<file path="src/core/cid_pkg.sv">
package cid_pkg;

  // ----------------------------------------------------------------
  // register byte offsets on the axi4-lite bus
  // ----------------------------------------------------------------
  localparam logic [7:0] ADDR_INSTR = 8'h00;
  localparam logic [7:0] ADDR_STATUS = 8'h04;
  localparam logic [7:0] ADDR_FLAGS = 8'h08;
  localparam logic [7:0] ADDR_ACC = 8'h0c;
  localparam logic [7:0] ADDR_PC = 8'h10;
  localparam logic [7:0] ADDR_RXBUF = 8'h14;
  localparam logic [7:0] ADDR_MEM_PTR = 8'h18;
  localparam logic [7:0] ADDR_DATA_MEM = 8'h1c;
  localparam logic [7:0] ADDR_PAGE_MEM = 8'h20;
  localparam logic [7:0] ADDR_WREG_BASE = 8'h40;
  localparam logic [7:0] ADDR_WREG_LAST = 8'h5c;

  // ----------------------------------------------------------------
  // field positions
  // ----------------------------------------------------------------
  localparam int FLD_OPERAND = 8;
  localparam int FLD_CARRY = 1;
  localparam int FLD_UFA = 2;
  localparam int FLD_UFB = 3;
  localparam int FLD_BANK = 4;
  localparam int FLD_RXFULL = 6;
  localparam int FLD_PC = 16;

  // ----------------------------------------------------------------
  // reset values
  // ----------------------------------------------------------------
  localparam logic [7:0] RST_BYTE = 8'h00;
  localparam logic [12:0] RST_PC = 13'h0000;
  localparam logic [1:0] RST_BANK = 2'h0;

  // ----------------------------------------------------------------
  // opcode patterns (match when (op & mask) == pattern)
  // ----------------------------------------------------------------
  localparam logic [7:0] OPC_INC_R = 8'h18;
  localparam logic [7:0] MSK_INC_R = 8'hf8;
  localparam logic [7:0] OPC_INC_IND = 8'h10;
  localparam logic [7:0] OPC_INCL = 8'h38;
  localparam logic [7:0] MSK_ONE_BIT = 8'hfe;
  localparam logic [7:0] OPC_IN_PORT = 8'he1;
  localparam logic [7:0] OPC_IN_RX = 8'he0;
  localparam logic [7:0] OPC_JMPP = 8'ha3;
  localparam logic [7:0] OPC_JB = 8'h12;
  localparam logic [7:0] OPC_JMP = 8'h04;
  localparam logic [7:0] MSK_HI3 = 8'h1f;
  localparam logic [7:0] OPC_JC = 8'hf6;
  localparam logic [7:0] OPC_JNC = 8'he6;
  localparam logic [7:0] OPC_JF0 = 8'hb6;
  localparam logic [7:0] OPC_JF1 = 8'h76;
  localparam logic [7:0] MSK_ALL = 8'hff;

  // ----------------------------------------------------------------
  // cycle and byte counts
  // ----------------------------------------------------------------
  localparam logic [1:0] CYC_ONE = 2'd1;
  localparam logic [1:0] CYC_TWO = 2'd2;
  localparam logic [12:0] BYTES_ONE = 13'd1;
  localparam logic [12:0] BYTES_TWO = 13'd2;

  localparam logic [1:0] RESP_OKAY = 2'b00;
  localparam logic [1:0] RESP_SLVERR = 2'b10;

  typedef enum logic [3:0] {
    CID_OP_NONE, CID_OP_INC_R, CID_OP_INC_IND, CID_OP_INCL, CID_OP_IN_PORT,
    CID_OP_IN_RX, CID_OP_JB, CID_OP_JC, CID_OP_JNC, CID_OP_JUFA, CID_OP_JUFB,
    CID_OP_JMP, CID_OP_JMPP
  } cid_op_t;

endpackage

</file>
<file path="src/core/cid_core.sv">
// The placing of the registers and the AXI4-Lite slave port were decided locally.
`timescale 1ns/1ps

// What this block does
// (RULE_01) register increment adds one to working register 0-7, 8-bit wrap, 1 cycle, carry updated.
// (RULE_02) indirect increment bumps the data byte pointed at by register 0 or 1, carry updated.
// (RULE_03) long increment adds one to 16-bit pair 0 or 1 in one cycle and touches no flag.
// (RULE_04) port input loads the accumulator from the parallel port in two cycles.
// (RULE_05) receive input copies the receive buffer to the accumulator and clears receive-full.
// (RULE_06) bit-test jump loads pc low byte if accumulator bit b is one, else pc plus two.
// (RULE_07) jump on carry set loads pc low byte when carry is one, else pc plus two.
// (RULE_08) jump on user flag a goes in-page when that flag is one, else skips two bytes.
// (RULE_09) jump on user flag b goes in-page when that flag is one, else skips two bytes.
// (RULE_10) direct jump takes pc 0-7 from the operand, pc 8-10 from opcode bits 5-7 and pc 11-12 from the bank select flag.
// (RULE_11) indirect page jump loads pc low byte from the memory byte the accumulator points at.
// (RULE_12) jump on carry clear goes in-page when carry is zero, else pc plus two.
// (RULE_13) in-page jumps keep the upper pc bits so the target stays in the current page.
module cid_core (
  input wire logic i_ref_clk,
  input wire logic i_rst_n,
  input wire logic [7:0] i_port_data,
  input wire logic [7:0] i_rx_data,
  input wire logic i_rx_strobe,
  output logic [7:0] o_acc,
  output logic [12:0] o_pc,
  output logic o_rx_full,
  output logic o_busy,
  input wire logic [7:0] i_axi_awaddr,
  input wire logic i_axi_awvalid,
  output logic o_axi_awready,
  input wire logic [31:0] i_axi_wdata,
  input wire logic [3:0] i_axi_wstrb,
  input wire logic i_axi_wvalid,
  output logic o_axi_wready,
  output logic [1:0] o_axi_bresp,
  output logic o_axi_bvalid,
  input wire logic i_axi_bready,
  input wire logic [7:0] i_axi_araddr,
  input wire logic i_axi_arvalid,
  output logic o_axi_arready,
  output logic [31:0] o_axi_rdata,
  output logic [1:0] o_axi_rresp,
  output logic o_axi_rvalid,
  input wire logic i_axi_rready
);
  import cid_pkg::*;

  // ----------------------------------------------------------------
  // state
  // ----------------------------------------------------------------
  logic [7:0] wreg [0:7];
  logic [7:0] data_mem [0:63];
  logic [7:0] page_mem [0:255];
  logic carry, ufa, ufb;
  logic [1:0] bank_sel;
  logic [7:0] rx_buf;
  logic [7:0] mem_ptr;
  logic [7:0] port_meta, port_sync;
  logic [7:0] ir_opcode, ir_operand;
  logic [1:0] cyc_left;
  cid_op_t ir_op, dec_op;
  logic [1:0] dec_cycles;
  logic [12:0] dec_bytes, ir_bytes;
  logic have_aw, have_w;
  logic [7:0] aw_addr;
  logic [31:0] w_data;
  logic [3:0] w_strb;

  function automatic logic [31:0] merge(input logic [31:0] old, input logic [31:0] nw,
                                         input logic [3:0] strb);
    for (int i = 0; i < 4; i++) begin
      merge[i*8 +: 8] = strb[i] ? nw[i*8 +: 8] : old[i*8 +: 8];
    end
  endfunction

  function automatic logic mapped(input logic [7:0] a);
    mapped = (a <= ADDR_PAGE_MEM) || (a >= ADDR_WREG_BASE && a <= ADDR_WREG_LAST);
    mapped = mapped && (a[1:0] == 2'b00);
  endfunction

  function automatic logic is_wreg(input logic [7:0] a);
    is_wreg = (a >= ADDR_WREG_BASE) && (a <= ADDR_WREG_LAST) && (a[1:0] == 2'b00);
  endfunction

  cid_decode u_decode (
    .i_opcode(w_data[7:0]),
    .o_op(dec_op),
    .o_cycles(dec_cycles),
    .o_bytes(dec_bytes)
  );

  // ----------------------------------------------------------------
  // bus write path: address and data taken in either order
  // ----------------------------------------------------------------
  logic aw_fire, w_fire, wr_go, ar_fire;
  logic [31:0] wr_val;
  assign aw_fire = i_axi_awvalid && o_axi_awready;
  assign w_fire = i_axi_wvalid && o_axi_wready;
  assign wr_go = have_aw && have_w && !o_axi_bvalid;
  assign ar_fire = i_axi_arvalid && o_axi_arready;

  always_ff @(posedge i_ref_clk or negedge i_rst_n) begin
    if (!i_rst_n) begin
      have_aw <= 1'b0;
      have_w <= 1'b0;
      o_axi_awready <= 1'b1;
      o_axi_wready <= 1'b1;
      aw_addr <= RST_BYTE;
      w_data <= 32'h0000_0000;
      w_strb <= 4'h0;
    end else begin
      if (aw_fire) begin
        have_aw <= 1'b1;
        aw_addr <= i_axi_awaddr;
        o_axi_awready <= 1'b0;
      end else if (wr_go) begin
        have_aw <= 1'b0;
        o_axi_awready <= 1'b1;
      end
      if (w_fire) begin
        have_w <= 1'b1;
        w_data <= i_axi_wdata;
        w_strb <= i_axi_wstrb;
        o_axi_wready <= 1'b0;
      end else if (wr_go) begin
        have_w <= 1'b0;
        o_axi_wready <= 1'b1;
      end
    end
  end

  // write response, one outstanding; unmapped offsets answer slverr
  always_ff @(posedge i_ref_clk or negedge i_rst_n) begin
    if (!i_rst_n) begin
      o_axi_bvalid <= 1'b0;
      o_axi_bresp <= RESP_OKAY;
    end else if (wr_go) begin
      o_axi_bvalid <= 1'b1;
      o_axi_bresp <= mapped(aw_addr) ? RESP_OKAY : RESP_SLVERR;
    end else if (i_axi_bready) begin
      o_axi_bvalid <= 1'b0;
    end
  end

  logic wr_instr, wr_flags, wr_acc, wr_pc, wr_ptr, wr_dmem, wr_pmem;
  assign wr_val = merge(32'h0000_0000, w_data, w_strb);
  assign wr_instr = wr_go && aw_addr == ADDR_INSTR;
  assign wr_flags = wr_go && aw_addr == ADDR_FLAGS;
  assign wr_acc = wr_go && aw_addr == ADDR_ACC;
  assign wr_pc = wr_go && aw_addr == ADDR_PC;
  assign wr_ptr = wr_go && aw_addr == ADDR_MEM_PTR;
  assign wr_dmem = wr_go && aw_addr == ADDR_DATA_MEM;
  assign wr_pmem = wr_go && aw_addr == ADDR_PAGE_MEM;

  // ----------------------------------------------------------------
  // port pins cross in through two flops
  // ----------------------------------------------------------------
  always_ff @(posedge i_ref_clk or negedge i_rst_n) begin
    if (!i_rst_n) begin
      port_meta <= RST_BYTE;
      port_sync <= RST_BYTE;
    end else begin
      port_meta <= i_port_data;
      port_sync <= port_meta;
    end
  end

  // ----------------------------------------------------------------
  // instruction issue: a write to the instruction word starts it,
  // ignored while one is still running
  // ----------------------------------------------------------------
  logic issue, done;
  assign issue = wr_instr && !o_busy;
  assign done = o_busy && cyc_left == CYC_ONE;

  always_ff @(posedge i_ref_clk or negedge i_rst_n) begin
    if (!i_rst_n) begin
      o_busy <= 1'b0;
      cyc_left <= 2'd0;
      ir_op <= CID_OP_NONE;
      ir_opcode <= RST_BYTE;
      ir_operand <= RST_BYTE;
      ir_bytes <= BYTES_ONE;
    end else if (issue) begin
      o_busy <= 1'b1;
      cyc_left <= dec_cycles; // RULE_04
      ir_op <= dec_op;
      ir_opcode <= w_data[7:0];
      ir_operand <= w_data[FLD_OPERAND +: 8];
      ir_bytes <= dec_bytes;
    end else if (done) begin
      o_busy <= 1'b0;
      cyc_left <= 2'd0;
    end else if (o_busy) begin
      cyc_left <= cyc_left - 2'd1;
    end
  end

  // ----------------------------------------------------------------
  // execute results, committed on the last cycle
  // ----------------------------------------------------------------
  logic [2:0] rsel;
  logic [8:0] inc_r, inc_ind;
  logic [15:0] pair_val, pair_inc;
  logic [7:0] ind_byte;
  logic take;
  logic [12:0] next_pc;

  assign rsel = ir_opcode[2:0];
  assign inc_r = {1'b0, wreg[rsel]} + 9'd1;
  assign ind_byte = data_mem[wreg[{2'b00, rsel[0]}][5:0]];
  assign inc_ind = {1'b0, ind_byte} + 9'd1;
  assign pair_val = {wreg[{rsel[0], 2'b01}], wreg[{rsel[0], 2'b00}]};
  assign pair_inc = pair_val + 16'd1;

  always_comb begin
    take = 1'b0;
    unique case (ir_op)
      CID_OP_JB: take = o_acc[ir_opcode[7:5]]; // RULE_06
      CID_OP_JC: take = carry; // RULE_07
      CID_OP_JNC: take = !carry; // RULE_12
      CID_OP_JUFA: take = ufa; // RULE_08
      CID_OP_JUFB: take = ufb; // RULE_09
      CID_OP_NONE, CID_OP_INC_R, CID_OP_INC_IND, CID_OP_INCL, CID_OP_IN_PORT,
      CID_OP_IN_RX, CID_OP_JMP, CID_OP_JMPP: take = 1'b0;
    endcase
  end

  // target selection; untaken jumps step over both bytes
  always_comb begin
    next_pc = o_pc + ir_bytes;
    if (take) begin
      next_pc = {o_pc[12:8], ir_operand}; // RULE_13
    end else if (ir_op == CID_OP_JMP) begin
      next_pc = {bank_sel, ir_opcode[7:5], ir_operand}; // RULE_10
    end else if (ir_op == CID_OP_JMPP) begin
      next_pc = {o_pc[12:8], page_mem[o_acc]}; // RULE_11
    end
  end

  always_ff @(posedge i_ref_clk or negedge i_rst_n) begin
    if (!i_rst_n) begin
      o_pc <= RST_PC;
    end else if (done) begin
      o_pc <= next_pc;
    end else if (wr_pc) begin
      o_pc <= wr_val[12:0];
    end
  end

  // accumulator loads from port or receive buffer
  always_ff @(posedge i_ref_clk or negedge i_rst_n) begin
    if (!i_rst_n) begin
      o_acc <= RST_BYTE;
    end else if (done && ir_op == CID_OP_IN_PORT) begin
      o_acc <= port_sync; // RULE_04
    end else if (done && ir_op == CID_OP_IN_RX) begin
      o_acc <= rx_buf; // RULE_05
    end else if (wr_acc) begin
      o_acc <= wr_val[7:0];
    end
  end

  // flags: long increment leaves them alone, byte increments set carry
  always_ff @(posedge i_ref_clk or negedge i_rst_n) begin
    if (!i_rst_n) begin
      carry <= 1'b0;
      ufa <= 1'b0;
      ufb <= 1'b0;
      bank_sel <= RST_BANK;
    end else begin
      if (done && ir_op == CID_OP_INC_R) begin
        carry <= inc_r[8]; // RULE_01
      end else if (done && ir_op == CID_OP_INC_IND) begin
        carry <= inc_ind[8]; // RULE_02
      end else if (wr_flags) begin
        carry <= wr_val[FLD_CARRY];
      end
      if (wr_flags) begin
        ufa <= wr_val[FLD_UFA];
        ufb <= wr_val[FLD_UFB];
        bank_sel <= wr_val[FLD_BANK +: 2];
      end
    end
  end

  // working registers; a pair is the low register and the one above
  always_ff @(posedge i_ref_clk or negedge i_rst_n) begin
    if (!i_rst_n) begin
      for (int i = 0; i < 8; i++) begin
        wreg[i] <= RST_BYTE;
      end
    end else if (done && ir_op == CID_OP_INC_R) begin
      wreg[rsel] <= inc_r[7:0]; // RULE_01
    end else if (done && ir_op == CID_OP_INCL) begin
      wreg[{rsel[0], 2'b00}] <= pair_inc[7:0]; // RULE_03
      wreg[{rsel[0], 2'b01}] <= pair_inc[15:8]; // RULE_03
    end else if (wr_go && is_wreg(aw_addr)) begin
      wreg[aw_addr[4:2]] <= wr_val[7:0];
    end
  end

  // memories hold no reset; software loads them before use
  always_ff @(posedge i_ref_clk) begin
    if (done && ir_op == CID_OP_INC_IND) begin
      data_mem[wreg[{2'b00, rsel[0]}][5:0]] <= inc_ind[7:0]; // RULE_02
    end else if (wr_dmem) begin
      data_mem[mem_ptr[5:0]] <= wr_val[7:0];
    end
    if (wr_pmem) begin
      page_mem[mem_ptr] <= wr_val[7:0];
    end
  end

  always_ff @(posedge i_ref_clk or negedge i_rst_n) begin
    if (!i_rst_n) begin
      mem_ptr <= RST_BYTE;
    end else if (wr_ptr) begin
      mem_ptr <= wr_val[7:0];
    end
  end

  // receive buffer; a new byte wins over the clear in the same cycle
  always_ff @(posedge i_ref_clk or negedge i_rst_n) begin
    if (!i_rst_n) begin
      rx_buf <= RST_BYTE;
      o_rx_full <= 1'b0;
    end else if (i_rx_strobe) begin
      rx_buf <= i_rx_data;
      o_rx_full <= 1'b1;
    end else if (done && ir_op == CID_OP_IN_RX) begin
      o_rx_full <= 1'b0; // RULE_05
    end
  end

  // ----------------------------------------------------------------
  // bus read path
  // ----------------------------------------------------------------
  logic [31:0] rd_val;
  always_comb begin
    rd_val = 32'h0000_0000;
    if (is_wreg(i_axi_araddr)) begin
      rd_val[7:0] = wreg[i_axi_araddr[4:2]];
    end else begin
      unique case (i_axi_araddr)
        ADDR_INSTR: rd_val[15:0] = {ir_operand, ir_opcode};
        ADDR_STATUS: begin
          rd_val[0] = o_busy;
          rd_val[FLD_CARRY] = carry;
          rd_val[FLD_UFA] = ufa;
          rd_val[FLD_UFB] = ufb;
          rd_val[FLD_BANK +: 2] = bank_sel;
          rd_val[FLD_RXFULL] = o_rx_full;
          rd_val[FLD_PC +: 13] = o_pc;
        end
        ADDR_FLAGS: rd_val[5:1] = {bank_sel, ufb, ufa, carry};
        ADDR_ACC: rd_val[7:0] = o_acc;
        ADDR_PC: rd_val[12:0] = o_pc;
        ADDR_RXBUF: rd_val[7:0] = rx_buf;
        ADDR_MEM_PTR: rd_val[7:0] = mem_ptr;
        ADDR_DATA_MEM: rd_val[7:0] = data_mem[mem_ptr[5:0]];
        ADDR_PAGE_MEM: rd_val[7:0] = page_mem[mem_ptr];
        default: rd_val = 32'h0000_0000;
      endcase
    end
  end

  always_ff @(posedge i_ref_clk or negedge i_rst_n) begin
    if (!i_rst_n) begin
      o_axi_arready <= 1'b1;
      o_axi_rvalid <= 1'b0;
      o_axi_rdata <= 32'h0000_0000;
      o_axi_rresp <= RESP_OKAY;
    end else if (ar_fire) begin
      o_axi_arready <= 1'b0;
      o_axi_rvalid <= 1'b1;
      o_axi_rdata <= rd_val;
      o_axi_rresp <= mapped(i_axi_araddr) ? RESP_OKAY : RESP_SLVERR;
    end else if (o_axi_rvalid && i_axi_rready) begin
      o_axi_rvalid <= 1'b0;
      o_axi_arready <= 1'b1;
    end
  end

endmodule // cid_core

</file>
<file path="src/core/cid_decode.sv">
`timescale 1ns/1ps

module cid_decode (
  input wire logic [7:0] i_opcode,
  output cid_pkg::cid_op_t o_op,
  output logic [1:0] o_cycles,
  output logic [12:0] o_bytes
);
  import cid_pkg::*;

  function automatic logic hit(input logic [7:0] op, input logic [7:0] pat,
                               input logic [7:0] msk);
    hit = ((op & msk) == pat);
  endfunction

  // ----------------------------------------------------------------
  // opcode classification, increment groups first, then exact codes, then the three-bit-field jumps
  // ----------------------------------------------------------------
  always_comb begin
    o_op = CID_OP_NONE;
    o_cycles = CYC_ONE;
    o_bytes = BYTES_ONE;
    if (hit(i_opcode, OPC_INC_R, MSK_INC_R)) begin
      o_op = CID_OP_INC_R; // RULE_01
    end else if (hit(i_opcode, OPC_INC_IND, MSK_ONE_BIT)) begin
      o_op = CID_OP_INC_IND; // RULE_02
    end else if (hit(i_opcode, OPC_INCL, MSK_ONE_BIT)) begin
      o_op = CID_OP_INCL; // RULE_03
    end else if (hit(i_opcode, OPC_IN_PORT, MSK_ALL)) begin
      o_op = CID_OP_IN_PORT; // RULE_04
      o_cycles = CYC_TWO;
    end else if (hit(i_opcode, OPC_IN_RX, MSK_ALL)) begin
      o_op = CID_OP_IN_RX; // RULE_05
    end else if (hit(i_opcode, OPC_JMPP, MSK_ALL)) begin
      o_op = CID_OP_JMPP; // RULE_11
      o_cycles = CYC_TWO;
    end else if (hit(i_opcode, OPC_JC, MSK_ALL)) begin
      o_op = CID_OP_JC; // RULE_07
    end else if (hit(i_opcode, OPC_JNC, MSK_ALL)) begin
      o_op = CID_OP_JNC; // RULE_12
    end else if (hit(i_opcode, OPC_JF0, MSK_ALL)) begin
      o_op = CID_OP_JUFA; // RULE_08
    end else if (hit(i_opcode, OPC_JF1, MSK_ALL)) begin
      o_op = CID_OP_JUFB; // RULE_09
    end else if (hit(i_opcode, OPC_JB, MSK_HI3)) begin
      o_op = CID_OP_JB; // RULE_06
    end else if (hit(i_opcode, OPC_JMP, MSK_HI3)) begin
      o_op = CID_OP_JMP; // RULE_10
    end
    // every jump except the indirect one is two cycles, two bytes
    if (o_op inside {CID_OP_JB, CID_OP_JC, CID_OP_JNC, CID_OP_JUFA, CID_OP_JUFB,
                     CID_OP_JMP}) begin
      o_cycles = CYC_TWO;
      o_bytes = BYTES_TWO;
    end
  end

endmodule // cid_decode

</file>
<file path="config.mk">
export PLATFORM = sky130hd
export DESIGN_NAME = cid_core
export DESIGN_NICKNAME = d
export VERILOG_FILES = /design/src/core/cid_pkg.sv /design/src/core/cid_core.sv /design/src/core/cid_decode.sv
export SDC_FILE = /design/constraint.sdc
export NUM_CORES = 2
export LEC_CHECK = 0
export CAP_MARGIN = 20
export CORE_MARGIN = 2
export CORE_UTILIZATION = 50
export CTS_CLUSTER_SIZE = 30
export DETAILED_ROUTE_END_ITERATION = 8
export DONT_BUFFER_PORTS = 1
export HOLD_SLACK_MARGIN = 0.1
export PLACE_DENSITY = 0.76
export SLEW_MARGIN = 20
export SYNTH_ARGS = -nofsm -noshare
export SYNTH_HDL_FRONTEND = slang
export SYNTH_SLANG_ARGS = --single-unit
</file>
<file path="constraint.sdc">
create_clock -name i_ref_clk -period 7.8 [get_ports i_ref_clk]
set_input_delay 1.17 -clock i_ref_clk [delete_from_list [all_inputs] [get_ports i_ref_clk]]
set_output_delay 1.17 -clock i_ref_clk [all_outputs]
set_load 0.01 [all_outputs]
</file>
Yosys cells after proc, flatten, opt, wreduce, memory -nomap -nowiden
Memories as Yosys holds them, arrays and structs flattened.
Index checks and enable logic that the tools add are counted.
Operators by class
  eq/ne operators: 47
  $add $sub $neg: 5
  magnitude comparators: 17
  reductions and logical operators: 57
  bitwise operators: 6
  muxes and demuxes: 106
Operators with widths (number)
  $bwmux 64: 4
  $mux 64: 3
  $mux 8: 18
  $bmux 8 s3: 5
  $demux 8 s3: 4
  $mux 13: 6
  $eq 8x5->1 const B: 7
  $eq 8x8->1 const B: 6
  $mux 4: 12
  $pmux 5 s8: 1
  $eq 4x4->1 const B: 9
  $eq 8x4->1 const B: 4
  $logic_and 1x1->1: 31
  $mux 1: 28
  $mux 2: 13
  $eq 4x3->1 const B: 6
  $ge 4x4->1 const B: 6
  $mux 21: 1
  $not 3->4: 5
  $add 8x1->9 const B: 2
  $mux 6: 3
  $add 16x1->16 const B: 1
  $eq 8x6->1 const B: 2
  $ge 8x7->1 const B: 2
  other kinds (37): 59
Storage, ports and cells
  flip-flop bits (word level): 228
  memories: 2
  input port bits: 76
  RAM bits: 2560
Memory list
  page_mem: depth 256, bits a word 8, rd ports 2, clocked after Yosys merged registers in 0, write ports 1, RTL line cid_core.sv:53  | logic [7:0] page_mem [0:255];
  data_mem: depth 64, bits a word 8, rd ports 2, clocked after Yosys merged registers in 0, write ports 1, RTL line cid_core.sv:52  | logic [7:0] data_mem [0:63];

Longest topological paths before layout
  word-level depth: 17
  mapped depth: 18
  depth with buffers taken out: 13

Cells and area by module
From an unflattened synthesis, not the netlist that was laid out.
Unflattened totals
  cell total of the unflattened synthesis: 7151
  area total of the unflattened synthesis: 133499.3 um2
By module, submodules not included
  cid_core: cells each 7094, times used 1, area an instance 133106.4 um2
  cid_decode: cells each 57, times used 1, area an instance 392.9 um2

Worst setup path after synthesis
No wires, ideal clock.
  path kind: flip-flop to flip-flop
  start: reg ir_opcode[0]
  end: mem data_mem[0][4], data pin
  setup slack: 1.922 ns
  stages on the path, launching flop included: 17
  period minus slack after synthesis: 5.878 ns
  arrival: 5.176 ns
  data required time: 7.098 ns
  cells stage by stage: dfrtp_1 buf_4 buf_6 nor2_1 buf_4 clkbuf_1 a22oi_1 a21oi_1 nor3_1 or3_1 nand3_1 inv_1 ha_1 nand4_1 nor2_1 xor2_1 o21ai_0
On the way
  word-level cells in the longest chain between the ends: 7
RTL lines
  start, declared: RTL line cid_core.sv:59  | logic [7:0] ir_opcode, ir_operand;
  start signal, assigned: RTL line cid_core.sv:188  | ir_opcode <= w_data[7:0];
  $not 1->4 (implied by the code): RTL line cid_core.sv:211  | assign ind_byte = data_mem[wreg[{2'b00, rsel[0]}][5:0]];
  $bmux 8 s3: RTL line cid_core.sv:211
  $mux 6 (implied by the code) (2 in series): RTL line cid_core.sv:211
  $mem_v2 64x8
  $add 8x1->9: RTL line cid_core.sv:212  | assign inc_ind = {1'b0, ind_byte} + 9'd1;
  $mux 8 (no source line)
  end, declared: RTL line cid_core.sv:52
Every way passes these cells. The select of a mux whose other input is x is not followed.

Worst setup path after layout
  start: reg ir_opcode[0]
  end: mem data_mem[1][6], data pin
Same word-level chain as after synthesis.

==> run summary <==
In the final design database the tool counted 7587 nets. The routed length per instance is 37.52 um. The quantity of gates resized following cts came out at 0. For this run, the leading register cell type out of synthesis is sky130_fd_sc_hd__edfxtp_1. The number of buffers inserted during clock tree synthesis came out at 287. The synthesized instance count came out at 7627.

Final hold analysis gives a worst-case slack of 0.1420 ns. The post-synthesis sequential area ratio is 61.06%. The clock transition at the registers of the reported paths came out at 0.06 ns. On the critical path, the stage with the largest delay is an instance of sky130_fd_sc_hd__dfrtp_4.

The total negative slack for setup checks came out at 0 ns. After layout, the minimum clock period comes to 6.347 ns. The data arrival at the endpoint of the critical path came out at 7.01 ns. The remaining global-route overflow came out at 0. The TritonCTS sink count came out at 2772. The worst slew margin relative to its limit is 16.59%. The origin of the critical flop-to-flop path is ir_opcode[0]. The floorplan die area is 273400 um^2. The total net switching power came out at 11.32 mW.

After synthesis, the share of flip-flops with an asynchronous set or reset is 7.648%. In the post-synthesis netlist, the biggest area contributors are sky130_fd_sc_hd__edfxtp_1 (57%), sky130_fd_sc_hd__mux4_2 (25%), sky130_fd_sc_hd__dfrtp_1 (3.9%). The post-route antenna net violation count came out at 0. For the pin with the worst max-slew slack, the measured transition is 1.247 ns. The most critical setup path has its startpoint at ir_opcode[0]. The quantity of hold-fixing buffers added after cts came out at 2.

Combinational logic is responsible for 17.6% of the overall power. Power spread over the standard cell area amounts to 266.5 nW/um^2. The routed via count is 84240. Sorting the synthesized cells by how often they occur yields sky130_fd_sc_hd__edfxtp_1 (2560), sky130_fd_sc_hd__mux4_2 (1510), sky130_fd_sc_hd__nor2_1 (463).

The critical path is of the reg2reg type. The post-route DRC violation count is 8. The via-per-instance ratio came out at 7.467.

The worst path required time is 8.46 ns. The synthesized design spends more area on one cell type than any other, namely sky130_fd_sc_hd__edfxtp_1. The sequential share of power is 48.2%. For this run, the total global-route usage over all layers was measured as 30.67%.

The flow ran to the end, but the final reports show violations. The core area came out at 267900 um^2. The leakage component of the power came out at 44.32 nW. The detailed router's first-iteration violation count came out at 15510. The via count of the first global-routing pass is 82420. The final reports fail on design-rule violations. The H-tree was split into 5 levels.

The count of endpoints failing hold in the final timing report is 0. The clock share of power is 34.2%. The count of cell types in the netlist came out at 83. The layout has 19580 filler cells. The number of enable-type register cells in the synthesized netlist came out at 2560. The wire length of the first global-routing pass is 603700 um. Among all cell types in the netlist, the one instantiated most often is sky130_fd_sc_hd__edfxtp_1. Static timing analysis puts the maximum clock frequency at 157.5 MHz. The effective utilization at floorplan came out at 50.24%. The post-route netlist has 29.08% of its cells at a drive strength greater than 1. The total number of yosys warnings came out at 0. The initial antenna violation count was 34. CTS placed an instance of sky130_fd_sc_hd__clkbuf_16 at the clock tree root.

Setup violations remaining at the end of the flow were counted as 0. In this run the count of I/O pins placed on the die edge is 140. In this run the biggest area consumer among cell types represents 57.11% of the synthesized area. Traced cell by cell, the critical path runs through buf_4 > nor2_4 > buf_4 > a22oi_1 > o22ai_1 > o21ai_0 > nand4_1 > nor2_1 > nand3_1 > inv_1 > ha_1 > nand4_1 > nor4_1 > xor2_1 > o21ai_4 > buf_4. The clock tree from TritonCTS is built. The first detailed-routing pass took 9 iterations. Across the run, the number of max-cap violations was 0.

Measured along the x axis, the die boundary spans 522.9 um. The global placement routability congestion is 0.9642. Of all nets on the critical path, the largest fanout is 52. The cell that appears most often on the critical path is sky130_fd_sc_hd__buf_4. The clock latency on the worst-skew pair came out at 0.93 ns. The worst setup path is launched from a flop.

The path category of the worst min-delay check is in2async. The wire length after detailed routing came out at 423300 um. The post-synthesis average cell area is 17.65 um^2.

The maximum cell stage delay along the critical path is 0.91 ns. Of the available clock period, the critical path in the final layout requires 81.38%. The post-synthesis sequential element count came out at 2772. The layout overhead on the synthesized area is 9.614%. The number of buffer and inverter instances along the worst setup path came out at 4. The longest clock path from root to sink contains 4 buffers. The number of cell rows is 190. On the critical path the largest part of the delay comes from simple AND/OR/NAND/NOR gates. The mapped netlist covers 134600 um^2. The number of buffers inserted to repair setup after CTS is 0. Buffers placed on the I/O ports in this run total 0. The number of max-slew violations in the final report is 0.

For the final database, setup skew stands at 0.06903 ns. Of the total power, the share spent switching nets is 28.78%. The internal power summed over all cells is 28.00 mW. The worst setup path is captured at a flop.

The largest net degree at the start of global routing is 209. IR analysis of the VDD net gives a maximum drop of 0.3617 mV. Setup repair after global routing left no endpoint under its margin.

The detailed placement HPWL is 267300 um. The die is 522.9 um tall.
==> final timing paths <==
| path | slack [ns] | to | cells past startpoint |
|---|---|---|---|
| setup / recovery | 1.45 | data_mem[1][6] | 16 |
| hold / removal | 0.14 | ir_bytes[0] | 0 |
| setup reg to reg | 1.45 | data_mem[1][6] | 16 |
| hold reg to reg | 0.36 | port_sync[0] | 0 |
| max in group asynchronous | 6.58 | ir_operand[0] | 2 |
| min in group i_ref_clk | 0.28 | port_meta[4] | 0 |
==> layout make-up <==
cell class	count	area, um^2	share of cell area (%)
antenna	17	42.54	0.02883
clock buffer	357	7682	5.207
clock inverter	141	1196	0.8107
inverter	55	266.5	0.1806
multi-input combinational	4206	49860	33.79
sequential	2772	82230	55.73
tap	3552	4444	3.012
timing repair buffer	182	1818	1.232
==> cell usage in the layout, fill, tap and decap left out, types with 28 or more instances in the layout <==
cell type	count
sky130_fd_sc_hd__a21oi_1	245
sky130_fd_sc_hd__a22oi_1	197
sky130_fd_sc_hd__a31oi_1	35
sky130_fd_sc_hd__buf_12	29
sky130_fd_sc_hd__buf_4	142
sky130_fd_sc_hd__clkbuf_1	54
sky130_fd_sc_hd__clkbuf_16	295
sky130_fd_sc_hd__clkinv_1	57
sky130_fd_sc_hd__clkinv_2	44
sky130_fd_sc_hd__dfrtp_1	193
sky130_fd_sc_hd__edfxtp_1	2560
sky130_fd_sc_hd__inv_1	42
sky130_fd_sc_hd__mux2_2	65
sky130_fd_sc_hd__mux2i_1	72
sky130_fd_sc_hd__mux4_2	1510
sky130_fd_sc_hd__nand2_1	389
sky130_fd_sc_hd__nand2b_1	255
sky130_fd_sc_hd__nand3_1	105
sky130_fd_sc_hd__nand4_1	30
sky130_fd_sc_hd__nor2_1	443
sky130_fd_sc_hd__nor2b_1	28
sky130_fd_sc_hd__nor3_1	73
sky130_fd_sc_hd__o211ai_1	49
sky130_fd_sc_hd__o21ai_0	178
sky130_fd_sc_hd__o22ai_1	92
==> metrics by stage <==
stage                     utilization, %  area (um^2)  worst slack (ns)  power (mW)  cells
after floorplan                        -       134600             1.922       23.45   7631
after global placement             51.65       138400             2.116       25.57  10750
after detailed placement           51.66       138400             1.951       25.88  10760
after CTS                          54.99       147300             1.901       39.06  11260
after global routing               55.06       147500             1.221       40.11  11270
final                              55.07       147500             1.453       39.32  11280
==> registers in the layout (all words and copies together) (netlist names), 4 cells and up <==
name / count
aw_addr: 8
data_mem: 512
ir_op: 4
ir_opcode: 8
ir_operand: 8
mem_ptr: 8
o_acc: 8
o_axi_rdata: 29
o_pc: 13
page_mem: 2048
port_meta: 8
port_sync: 8
rx_buf: 8
w_data: 16
wreg: 64
==> layer usage <==
metal	GRT usage [%]	share of wire [%]	vias to the layer above
li1	-	-	31830
met1	39.98	33	43510
met2	46.65	46	7470
met3	8.906	14	1401
met4	16.86	6.9	32
met5	0.5371	0.10	-
==> cell families (layout without fill, tap and decap cells) <==
family	Yosys count	in the layout	share of synthesized area, %
AOI/OAI and AO/OA	1042	1042	5.042
buffers and inverters	653	735	2.112
DFF	2772	2772	61.06
muxes	1649	1649	26.37
xor gates and xnor gates	39	39	0.2538
other	1	22	0.002786
adders and majority gates	7	7	0.07064
and+or+nand+nor	1464	1464	5.093
==> power groups by stage <==
stage	Sequential, mW	Clock (mW)	Combinational, mW
floorplan	19.3	0	4.16
global placement	19.2	0	6.37
detailed placement	19.2	0	6.65
CTS	18.9	13.4	6.72
global route	19.0	14.0	7.17
finish	19.0	13.4	6.92
Note: power is estimated with default switching activity, not from simulation.
